**config.mk**
```make
export PLATFORM = sky130hd
export DESIGN_NAME = sdirq_top
export DESIGN_NICKNAME = d
export VERILOG_FILES = /design/src/sdirq_pkg.sv /design/src/sdirq_top.sv
export SDC_FILE = /design/constraint.sdc
export NUM_CORES = 1
export LEC_CHECK = 0
export BUFFER_PORTS_ARGS = -buffer_cell sky130_fd_sc_hd__buf_2
export CAP_MARGIN = 15
export CORE_MARGIN = 2
export CORE_UTILIZATION = 44
export DETAILED_ROUTE_END_ITERATION = 6
export PLACE_DENSITY_LB_ADDON = 0.2
export SLEW_MARGIN = 20
export SYNTH_ARGS = -nofsm -noshare
export SYNTH_HDL_FRONTEND = slang
export SYNTH_SLANG_ARGS = --single-unit
```
**constraint.sdc**
```tcl
create_clock -name i_clk -period 3.13 [get_ports i_clk]
set_clock_uncertainty 0.1 [all_clocks]
set_input_delay 0.313 -clock i_clk [delete_from_list [all_inputs] [get_ports i_clk]]
set_output_delay 0.313 -clock i_clk [all_outputs]
set_load 0.005 [all_outputs]
```
**src/sdirq_pkg.sv**
```systemverilog
// shared constants and types for the sd host interrupt enable and auto-stop error block
package sdirq_pkg;
   // ----------------------------------------------------------------
   // register map
   // ----------------------------------------------------------------
   localparam logic [7:0] SDIRQ_OFS_SIG_EN = 8'h38;
   localparam logic [7:0] SDIRQ_OFS_STOP_ERR = 8'h3C;
   localparam logic [31:0] SDIRQ_SIG_EN_RESET = 32'h0000_0000;
   localparam logic [31:0] SDIRQ_SIG_EN_WMASK = 32'hF1FF_01FF;
   localparam logic [31:0] SDIRQ_STOP_ERR_RESET = 32'h0000_0000;
   localparam logic [1:0] SDIRQ_RESP_OKAY = 2'h0;
   localparam logic [1:0] SDIRQ_RESP_SLVERR = 2'h2;

   // ----------------------------------------------------------------
   // field positions
   // ----------------------------------------------------------------
   localparam int SDIRQ_BIT_STOP_ERR_EN = 24;
   localparam int SDIRQ_BIT_NOT_EXEC = 0;
   localparam int SDIRQ_BIT_TIMEOUT = 1;
   localparam int SDIRQ_BIT_CRC = 2;
   localparam int SDIRQ_BIT_END_BIT = 3;
   localparam int SDIRQ_BIT_INDEX = 4;
   localparam int SDIRQ_BIT_NOT_ISSUED = 7;

   // ----------------------------------------------------------------
   // timing
   // ----------------------------------------------------------------
   localparam int SDIRQ_RESP_TIMEOUT_CARD_CLKS = 64;

   // ----------------------------------------------------------------
   // carriers
   // ----------------------------------------------------------------
   typedef struct packed {
      logic index_err;
      logic end_bit_err;
      logic crc_err;
   } sdirq_resp_err_t;

   typedef struct packed {
      logic not_issued;
      logic index_err;
      logic end_bit_err;
      logic crc_err;
      logic timeout;
      logic not_exec;
   } sdirq_stop_err_t;
endpackage

```
**src/sdirq_top.sv**
```systemverilog
// interrupt signal enable and auto-stop error status registers behind an axi4-lite slave
module sdirq_top
   import sdirq_pkg::*;
#(
   parameter int TIMEOUT_CARD_CLKS = SDIRQ_RESP_TIMEOUT_CARD_CLKS
) (
   // clock and reset
   input wire logic i_clk,
   input wire logic i_nrst,
   // axi4-lite write address and data
   input wire logic [7:0] i_awaddr,
   input wire logic i_awvalid,
   output logic o_awready,
   input wire logic [31:0] i_wdata,
   input wire logic [3:0] i_wstrb,
   input wire logic i_wvalid,
   output logic o_wready,
   // axi4-lite write response
   output logic [1:0] o_bresp,
   output logic o_bvalid,
   input wire logic i_bready,
   // axi4-lite read
   input wire logic [7:0] i_araddr,
   input wire logic i_arvalid,
   output logic o_arready,
   output logic [31:0] o_rdata,
   output logic [1:0] o_rresp,
   output logic o_rvalid,
   input wire logic i_rready,
   // interrupt status from the status block, error half in 31:16
   input wire logic [31:0] i_irq_status,
   // command engine events
   input wire logic i_stop_issue,
   input wire logic i_stop_blocked,
   input wire logic i_xfer_started,
   input wire logic i_stop_cmd_end,
   input wire logic i_stop_resp_end,
   input wire sdirq_resp_err_t i_stop_resp_err,
   input wire logic i_cmd_pending,
   // card link pins
   input wire logic i_card_clk,
   input wire logic i_card_cmd,
   // outputs to the system
   output logic o_irq,
   output logic o_stop_err
);

   // ----------------------------------------------------------------
   // parameter check
   // ----------------------------------------------------------------
   // the response counter is eight bits wide
   initial begin
      if (TIMEOUT_CARD_CLKS < 1 || TIMEOUT_CARD_CLKS > 255) begin
         $error("TIMEOUT_CARD_CLKS out of range");
      end
   end

   // ----------------------------------------------------------------
   // card link synchronisers and edge detect
   // ----------------------------------------------------------------
   // the card clock pin is sampled like data: its edges are found on the
   // synchronised copy, so the card clock must stay well below half the
   // system clock or rises are lost
   // the clock pin idles low between frames, so its flops reset low and
   // no false rise follows reset
   logic clk_meta_reg;
   logic clk_sync_reg;
   logic clk_prev_reg;
   logic cmd_meta_reg;
   logic cmd_sync_reg;
   wire card_rise = clk_sync_reg & ~clk_prev_reg;

   always_ff @(posedge i_clk or negedge i_nrst) begin
      if (!i_nrst) begin
         clk_meta_reg <= 1'b0;
         clk_sync_reg <= 1'b0;
         clk_prev_reg <= 1'b0;
      end else begin
         clk_meta_reg <= i_card_clk;
         clk_sync_reg <= clk_meta_reg;
         clk_prev_reg <= clk_sync_reg;
      end
   end

   // the cmd line idles high through its pull-up, so its flops reset high
   // and no false start bit is seen after reset
   always_ff @(posedge i_clk or negedge i_nrst) begin
      if (!i_nrst) begin
         cmd_meta_reg <= 1'b1;
         cmd_sync_reg <= 1'b1;
      end else begin
         cmd_meta_reg <= i_card_cmd;
         cmd_sync_reg <= cmd_meta_reg;
      end
   end

   // ----------------------------------------------------------------
   // auto-stop response timeout
   // ----------------------------------------------------------------
   // the wait opens at the end bit of the stop command and closes at the
   // first start bit or at the timeout; counting only card clock rises keeps
   // the limit in card clock cycles whatever the card clock rate
   // a new command end restarts the count, so a window still open from an old
   // command cannot cut the new timeout short; any low cmd at a rise closes it
   // start bit of the response is a low cmd line seen at a card clock rise
   logic wait_reg;
   logic [7:0] tmo_cnt_reg;
   wire wait_rise = wait_reg & card_rise;
   wire tmo_last = tmo_cnt_reg == 8'(TIMEOUT_CARD_CLKS - 1);
   wire resp_start = wait_rise & ~cmd_sync_reg;
   wire tmo_hit = wait_rise & cmd_sync_reg & tmo_last;

   always_ff @(posedge i_clk or negedge i_nrst) begin
      if (!i_nrst) begin
         wait_reg <= 1'b0;
         tmo_cnt_reg <= 8'h00;
      end else if (i_stop_cmd_end) begin
         wait_reg <= 1'b1;
         tmo_cnt_reg <= 8'h00;
      end else if (resp_start || tmo_hit) begin
         wait_reg <= 1'b0;
      end else if (wait_rise) begin
         tmo_cnt_reg <= tmo_cnt_reg + 8'h01;
      end
   end

   // ----------------------------------------------------------------
   // axi4-lite handshake
   // ----------------------------------------------------------------
   // address and data are caught independently, in either order, and the
   // write executes once both are held and the last response has gone;
   // ready drops while a half is held so a second item cannot overwrite it
   // the trade is one dead cycle between writes against a two-entry buffer
   // byte strobes are kept with the data so a partial write touches only its bytes
   logic aw_held_reg;
   logic w_held_reg;
   logic [7:0] awaddr_reg;
   logic [31:0] wdata_reg;
   logic [3:0] wstrb_reg;
   wire aw_take = i_awvalid & o_awready;
   wire w_take = i_wvalid & o_wready;
   wire wr_go = aw_held_reg & w_held_reg & ~o_bvalid;
   wire ar_take = i_arvalid & o_arready;

   always_ff @(posedge i_clk or negedge i_nrst) begin
      if (!i_nrst) begin
         aw_held_reg <= 1'b0;
         w_held_reg <= 1'b0;
         awaddr_reg <= 8'h00;
         wdata_reg <= 32'h0000_0000;
         wstrb_reg <= 4'h0;
         o_awready <= 1'b1;
         o_wready <= 1'b1;
      end else begin
         if (aw_take) begin
            aw_held_reg <= 1'b1;
            awaddr_reg <= i_awaddr;
            o_awready <= 1'b0;
         end else if (wr_go) begin
            aw_held_reg <= 1'b0;
            o_awready <= 1'b1;
         end
         if (w_take) begin
            w_held_reg <= 1'b1;
            wdata_reg <= i_wdata;
            wstrb_reg <= i_wstrb;
            o_wready <= 1'b0;
         end else if (wr_go) begin
            w_held_reg <= 1'b0;
            o_wready <= 1'b1;
         end
      end
   end

   // ----------------------------------------------------------------
   // address decode
   // ----------------------------------------------------------------
   // only the low address byte is decoded; the block sits in a 256-byte
   // window and every other word in it answers with an error
   wire wr_en_hit = awaddr_reg == SDIRQ_OFS_SIG_EN;
   wire wr_err_hit = awaddr_reg == SDIRQ_OFS_STOP_ERR;
   wire rd_en_hit = i_araddr == SDIRQ_OFS_SIG_EN;
   wire rd_err_hit = i_araddr == SDIRQ_OFS_STOP_ERR;
   wire [7:0] strb_b0 = {8{wstrb_reg[0]}};
   wire [7:0] strb_b1 = {8{wstrb_reg[1]}};
   wire [7:0] strb_b2 = {8{wstrb_reg[2]}};
   wire [7:0] strb_b3 = {8{wstrb_reg[3]}};
   wire [31:0] strb_mask = {strb_b3, strb_b2, strb_b1, strb_b0};

   // ----------------------------------------------------------------
   // interrupt signal enable register
   // ----------------------------------------------------------------
   logic [31:0] sig_en_reg;
   // the write mask keeps bit 15 and the reserved bits at zero, so they
   // can never reach the interrupt line through a stale enable
   // every enable resets to zero so nothing reaches the line unchosen
   wire [31:0] wr_bits = strb_mask & SDIRQ_SIG_EN_WMASK;
   wire [31:0] sig_en_next = (sig_en_reg & ~wr_bits) | (wdata_reg & wr_bits);

   always_ff @(posedge i_clk or negedge i_nrst) begin
      if (!i_nrst) begin
         sig_en_reg <= SDIRQ_SIG_EN_RESET;
      end else if (wr_go && wr_en_hit) begin
         sig_en_reg <= sig_en_next;
      end
   end

   // the shared line is registered: one cycle of latency buys a glitch-free
   // output, since the status word changes in many bits at once
   // the flag copy lets the system see the auto-stop error without a bus read
   always_ff @(posedge i_clk or negedge i_nrst) begin
      if (!i_nrst) begin
         o_irq <= 1'b0;
         o_stop_err <= 1'b0;
      end else begin
         o_irq <= |(i_irq_status & sig_en_reg);
         o_stop_err <= i_irq_status[SDIRQ_BIT_STOP_ERR_EN];
      end
   end

   // ----------------------------------------------------------------
   // auto-stop error status
   // ----------------------------------------------------------------
   // no bus write reaches this register; engine events and reads of it move it
   sdirq_stop_err_t stop_err_reg;
   sdirq_stop_err_t stop_err_next;
   wire resp_any_err = stop_err_reg.index_err | stop_err_reg.end_bit_err
      | stop_err_reg.crc_err | stop_err_reg.timeout;

   // updates follow the four moments at which the status can change:
   // issue time moves bit 0, the response end bit moves bits 4:1, a timeout
   // moves bits 4:3 and 1, and a read of the register moves bit 7
   // a timeout in the same cycle as a response end wins, since a response
   // that never started cannot carry meaningful error bits
   // bit 7 is evaluated when the read address is taken, because error timing
   // and command writes are not ordered; a pending command counts as not
   // issued only while a response error stands
   always_comb begin
      stop_err_next = stop_err_reg;
      // only a transfer that really started needs the stop command
      if (i_stop_issue && i_xfer_started) begin
         stop_err_next.not_exec = i_stop_blocked;
      end
      if (i_stop_resp_end) begin
         stop_err_next.index_err = i_stop_resp_err.index_err;
         stop_err_next.end_bit_err = i_stop_resp_err.end_bit_err;
         stop_err_next.crc_err = i_stop_resp_err.crc_err;
         stop_err_next.timeout = 1'b0;
      end
      if (tmo_hit) begin
         // crc kept with timeout marks a cmd line conflict
         stop_err_next.timeout = 1'b1;
         stop_err_next.index_err = 1'b0;
         stop_err_next.end_bit_err = 1'b0;
      end
      if (ar_take && rd_err_hit) begin
         stop_err_next.not_issued = i_cmd_pending & resp_any_err;
      end
   end

   always_ff @(posedge i_clk or negedge i_nrst) begin
      if (!i_nrst) begin
         stop_err_reg <= sdirq_stop_err_t'(6'h00);
      end else begin
         stop_err_reg <= stop_err_next;
      end
   end

   // ----------------------------------------------------------------
   // read data
   // ----------------------------------------------------------------
   // read sees bit 7 freshly evaluated in the same cycle it is sampled;
   // taking the next value also lets an event in that cycle show at once
   // rather than one read later
   wire [31:0] stop_err_word;
   assign stop_err_word[31:8] = 24'h00_0000;
   assign stop_err_word[SDIRQ_BIT_NOT_ISSUED] = stop_err_next.not_issued;
   assign stop_err_word[6:5] = 2'b00;
   assign stop_err_word[SDIRQ_BIT_INDEX] = stop_err_next.index_err;
   assign stop_err_word[SDIRQ_BIT_END_BIT] = stop_err_next.end_bit_err;
   assign stop_err_word[SDIRQ_BIT_CRC] = stop_err_next.crc_err;
   assign stop_err_word[SDIRQ_BIT_TIMEOUT] = stop_err_next.timeout;
   assign stop_err_word[SDIRQ_BIT_NOT_EXEC] = stop_err_next.not_exec;
   wire stop_valid = i_irq_status[SDIRQ_BIT_STOP_ERR_EN];
   // with the flag clear the status word is stale, so it reads as zero
   // rather than showing causes of an error that software never saw
   wire [31:0] rd_en_word = rd_en_hit ? sig_en_reg : 32'h0000_0000;
   wire [31:0] rd_err_word = (rd_err_hit && stop_valid) ? stop_err_word : 32'h0000_0000;
   wire [31:0] rd_word = rd_en_word | rd_err_word;
   wire [1:0] rd_resp = (rd_en_hit || rd_err_hit) ? SDIRQ_RESP_OKAY : SDIRQ_RESP_SLVERR;
   wire [1:0] wr_resp = (wr_en_hit || wr_err_hit) ? SDIRQ_RESP_OKAY : SDIRQ_RESP_SLVERR;

   // a new write response waits for the old one to be taken, and a read
   // is refused while its data still stands, so one of each is under way
   // at most
   always_ff @(posedge i_clk or negedge i_nrst) begin
      if (!i_nrst) begin
         o_bvalid <= 1'b0;
         o_bresp <= SDIRQ_RESP_OKAY;
         o_arready <= 1'b1;
         o_rvalid <= 1'b0;
         o_rdata <= 32'h0000_0000;
         o_rresp <= SDIRQ_RESP_OKAY;
      end else begin
         if (wr_go) begin
            o_bvalid <= 1'b1;
            o_bresp <= wr_resp;
         end else if (i_bready) begin
            o_bvalid <= 1'b0;
         end
         if (ar_take) begin
            o_arready <= 1'b0;
            o_rvalid <= 1'b1;
            o_rdata <= rd_word;
            o_rresp <= rd_resp;
         end else if (o_rvalid && i_rready) begin
            o_rvalid <= 1'b0;
            o_arready <= 1'b1;
         end
      end
   end

endmodule

```
== Word level (Yosys, flattened, before mapping) ==
Cells that the tools add are included.

* Equality and inequality tests: 6
* Mux-type cells: 26
* Bitwise operators: 23
* $add $sub $neg: 1
* Reduce and logical (&&, ||, !) cells: 16

{| class="wikitable"
|+ Operators by type and width
! kind !! count
|-
| 32-bit bitwise AND || 3
|-
| 8-bit by 6-bit equality test with 1-bit output (second input constant) || 5
|-
| 32-bit 2-to-1 mux || 1
|-
| 8-bit 2-to-1 mux || 4
|-
| 32-bit NOT || 1
|-
| 32-bit OR || 1
|-
| 32-bit by 8-bit OR with 32-bit output || 1
|-
| 32-bit OR reduction || 1
|-
| 1-bit 2-to-1 mux || 17
|-
| 2-bit nonzero test || 6
|-
| 1-bit bitwise AND || 11
|-
| 8-bit by 1-bit adder with 8-bit output (second input constant) || 1
|-
| 2-bit 2-to-1 mux || 3
|-
| 1-bit logical AND || 5
|-
| 4-bit 2-to-1 mux || 1
|-
| 1-bit logical OR || 3
|-
| 1-bit NOT || 3
|-
| 1-bit OR || 3
|-
| 2-bit inequality test (second input constant) || 1
|-
| 2-bit AND reduction || 1
|}

* Register bits after elaboration: 141
* Word-level logic and storage cells: 101
* Output and inout bits: 43
* Input port bits: 102

== Depth between registers and ports, before layout ==
* Word-level depth: 8
* Gate-level depth with buffers: 5
* Mapped depth without buffers: 5

== Least setup slack after synthesis ==
OpenSTA, ideal clock, no wires.

* Kind: register to register
* Start: register awaddr_reg[1]
* End: register (tool-made name)
* Clock period less this slack: 1,820 ps
* Cell stages (with the launch flop): 5
* Arrival: 1,593 ps
* Library setup time: 128 ps
* Path buffers: 0
* Setup slack: 1,310 ps
* Data required time: 2,902 ps
* Path through: dfrtp_1 -> or3b_1 -> nor4_4 -> nand2_1 -> mux2_1

{| class="wikitable"
|+ RTL lines
! element !! RTL line !! text
|-
| start: declaration || sdirq_top.sv:137 || <nowiki>logic [7:0] awaddr_reg;</nowiki>
|-
| start signal: assignment || sdirq_top.sv:157 || <nowiki>awaddr_reg <= i_awaddr;</nowiki>
|}

== Final worst setup path ==
* Start: register o_arready
* End: register o_rdata[4]

* Cells in the longest elaborated chain, start to end: 1

{| class="wikitable"
|+ Ends and longest elaborated chain
! element !! RTL line !! text
|-
| start: declaration || sdirq_top.sv:25 || <nowiki>output logic o_arready,</nowiki>
|-
| start signal: assignment || sdirq_top.sv:300 || <nowiki>o_arready <= 1'b1;</nowiki>
|-
| start signal: assignment || sdirq_top.sv:312 || <nowiki>o_arready <= 1'b0;</nowiki>
|-
| start signal: assignment || sdirq_top.sv:318 || <nowiki>o_arready <= 1'b1;</nowiki>
|-
| 1-bit bitwise AND || sdirq_top.sv:143 || <nowiki>wire ar_take = i_arvalid & o_arready;</nowiki>
|-
| end signal: assignment || sdirq_top.sv:314 || <nowiki>o_rdata <= rd_word;</nowiki>
|-
| end: declaration || sdirq_top.sv:26 || <nowiki>output logic [31:0] o_rdata,</nowiki>
|}

Every way passes these cells.
A chain may end at the register's enable or synchronous reset.

==> results by group <==
Setup path
  – Peak fanout along the critical path: 12
  – CP Depth: 5
  – Top delay family on crit path: simple AND/OR/NAND/NOR gates
  – Crit Path Class: reg -> reg
  – CP Cell Sequence: nand2_1 > nor4_1 > nor2b_2 > buf_4 > a221o_1
  – Worst setup EP type: register
  – CP startpoint kind: register
  – Crit path buf inv count: 1
  – R2r startpoint: o_arready
  – Slowest cell on crit path: dfstp_2
  – R2R Path End: o_rdata[4]
  – Arrival @ worst endpoint: around 2400 ps
  – Crit-path max cell delay: 570 ps
  – Critical Path Sink: o_rdata[4]
  – Reg2reg setup slack: 910 ps
  – Required @ worst endpoint: 3320 ps
  – Reg2Reg Depth: 5
  – Crit path from: o_arready

Outcome
  – Outcome: finished clean

Place
  – Placer congestion estimate: approximately 0.77
  – DP HPWL: ~6.6 mm
  – Pre-CTS setup slack: ~940 ps
  – Port Buffers: ~110

Floorplanning
  – Core ar.: just under 10000 sq um
  – Die ar.: roughly 11000 sq um
  – Die height: 103 um
  – Initial Util: 0.449
  – Row cnt: 36
  – Io pins: between 100 and 150
  – Die Wd: just over 100 um

Timing
  – Final worst setup slack: approximately 910 ps
  – Min Tclk post-route: 2220 ps
  – Worst-margin pin slew: 658 ps
  – Fmax: between 0.4 and 0.5 GHz
  – Part of the cycle the worst path needs: 0.708
  – RSZ-0062 raised after global routing: false
  – Max-slew violations: 0
  – Setup TNS: 0 ps
  – Final setup viols: 0
  – Slew HR: 0.561
  – Endpoints failing hold: 0

Synthesis
  – Synth Area per Inst: about 14 sq um
  – Top_reg_cell synth: dfrtp_1
  – Multiplexer share of the synthesized area: 0.167
  – Post-synth cell types: 44
  – Netlist Area Pre-Place: 4350 sq um
  – Fraction of the mapped netlist area in simple logic gates: 0.0748
  – Post-synthesis register bit count: around 110
  – Post-Syn Instances: 308
  – Xor/xnor cell area share of the yosys netlist: 0.00604
  – Post-synth ARST share: 1.00
  – Post-synth EDFFs: 0
  – Post-synthesis sequential area ratio: 0.623
  – Synth warn: 0
  – Adder-cell area share of the yosys netlist: 0.00288
  – Post-synthesis compound-gate area fraction: 0.0930
  – Largest family of logic cells by synthesized area: multiplexers

Global route
  – Largest net degree at the start of global routing: 52
  – Grt total ovfl: 0
  – First-pass GRT wire length: about 14 mm
  – Number of global-route vias before repair: approximately 2800
  – GRT Overall Usage: 0.175
  – Initial antenna violation count: 0

Route
  – First drt pass iteration count: 4
  – Routed WL: around 8.9 mm
  – Post-route ant nets: 0
  – Wire per inst: 15.6 um
  – Via count: around 2900
  – First-iteration detailed-routing DRC count: around 70
  – Number of vias per cell: slightly above 5
  – DRC viols: 0

Layout
  – # nets final: 537
  – Area delta synth->final: 21.5%
  – Layout cell share with drive strength beyond 1: 0.410
  – N_diodes: 0
  – Final core occ: 0.545

Power and ir drop
  – Leakage power: between 2 and 3 nW
  – PwrDens: 605 nW/um^2
  – Seq pwr share: 0.578
  – Logic pwr share: 0.178
  – Peak supply drop: ~0.00036 V
  – Sw frac: 0.262
  – Clock power frac: 0.244
  – Switch Pwr: approximately 0.00084 W
  – Internal power: 0.00236 W

Clock tree
  – H-tree lvl count: 3
  – CTS tree: yes
  – PostCTS Resize Cnt: 0
  – Clk_lat worst skew: between 300 and 400 ps
  – Root buf cell: clkbuf_8
  – Clk buf depth: 2
  – CTS sink cnt: 108
  – Worst-path clk slew: between 100 and 150 ps
  – Post-CTS setup repair buffer count: 0
  – Cts bufs inserted: 9

Job
  – Max Cap Violations: 0

Min path
  – Worst Hold Class: in -> reg
[per-stage QoR]
step / instances / power, W / cell area, sq um / hold slack (ps)
finish: 572 / 0.00320 / 5280 / 10.5
global route: 572 / 0.00339 / 5280 / 0.422
CTS: 572 / 0.00323 / 5280 / 6.47
detailed placement: 550 / 0.00245 / 5040 / 247
global placement: 550 / 0.00241 / 5040 / 234
floorplan: 319 / 0.00224 / 4390 / -82.6
[worst min path at each step]
stage | start | to | slack, ps | depth (start not counted)
6_report | i_arvalid | o_arready | 10 | 2
2_1_floorplan | i_nrst | async pin | -80 | 0
3_3_place_gp | clk_meta_reg | clk_sync_reg | 230 | 0
5_1_grt | i_arvalid | o_arready | 0.4 | 2
3_5_place_dp | cmd_meta_reg | cmd_sync_reg | 250 | 0
4_1_cts | i_arvalid | o_arready | 6 | 2
[layer usage]
layer | vias up | wire length, um | global-route usage
li1 | 1358 | - | -
met1 | 1431 | 4030 | 0.246
met2 | 88 | 4370 | 0.276
met3 | 5 | 460 | 0.0376
met4 | 0 | 63 | 0.0496
met5 | - | 0 | 0
[Yosys cell counts (3+ instances only)]
| library cell | n | share of area |
|---|---|---|
| mux2i_1 | 6 | 0.014 |
| xor2_1 | 3 | 0.0060 |
| nor2_1 | 9 | 0.0078 |
| o21ai_0 | 6 | 0.0069 |
| a22o_1 | 20 | 0.040 |
| dfstp_2 | 5 | 0.030 |
| a21oi_1 | 4 | 0.0046 |
| buf_4 | 12 | 0.021 |
| clkbuf_1 | 5 | 0.0043 |
| a221oi_1 | 4 | 0.0081 |
| mux2_1 | 21 | 0.054 |
| dfrtp_1 | 103 | 0.59 |
| a221o_1 | 6 | 0.014 |
| inv_1 | 5 | 0.0043 |
| and2_1 | 6 | 0.0086 |
| a22oi_1 | 3 | 0.0052 |
| nand4bb_1 | 3 | 0.0078 |
| nand2_1 | 13 | 0.011 |
| mux2_2 | 38 | 0.098 |
[cells in the final DEF (no fill, tap or decap), types with 7 or more instances in the layout]
cell,n
mux2_1,21
nand2_1,13
buf_2,111
nor2_1,9
buf_4,7
a22o_1,20
dfrtp_1,103
clkbuf_8,10
mux2_2,38
conb_1,12
[worst register-to-register path, delay by kind of cell, from the launching register on]
family	cells	cell delay (ps)
flip-flops	1	570
AO/OA/AOI/OAI	1	170
buffers and inverters	1	300
AND/OR/NAND/NOR	3	1000
[logic make-up (layout without fill, tap and decap cells)]
| logic type | Yosys count | in the layout |
|---|---|---|
| DFF | 108 | 108 |
| muxes | 65 | 65 |
| and+or+nand+nor | 54 | 54 |
| AOI/OAI and AO/OA | 51 | 51 |
| buffers and inverters | 25 | 145 |
| xor gates and xnor gates | 3 | 3 |
| adders and majority gates | 1 | 1 |
| other | 1 | 12 |
[power groups by stage]
stage / Clock (W) / Sequential, W / Combinational (W)
CTS: 0.000801 / 0.00185 / 0.000580
global route: 0.000859 / 0.00189 / 0.000642
global placement: 0 / 0.00186 / 0.000552
detailed placement: 0 / 0.00188 / 0.000573
finish: 0.000779 / 0.00185 / 0.000569
floorplan: 0 / 0.00184 / 0.000400
[cell type report]
cell class	count	area (sq um)
fillers	882	4400
flip-flops and latches	108	2710
multi-input cells	186	1540
repair buffers	124	668
well taps	133	166
clock buffers	11	141
clock inverters	5	37.5
inverters	5	18.8
[repair_timing]
action	CTS	global route
endpoints found under the hold margin	53	0
hold buffers	6	0
setup endpoints to repair	0	0
(Power assumes the default switching activity.)
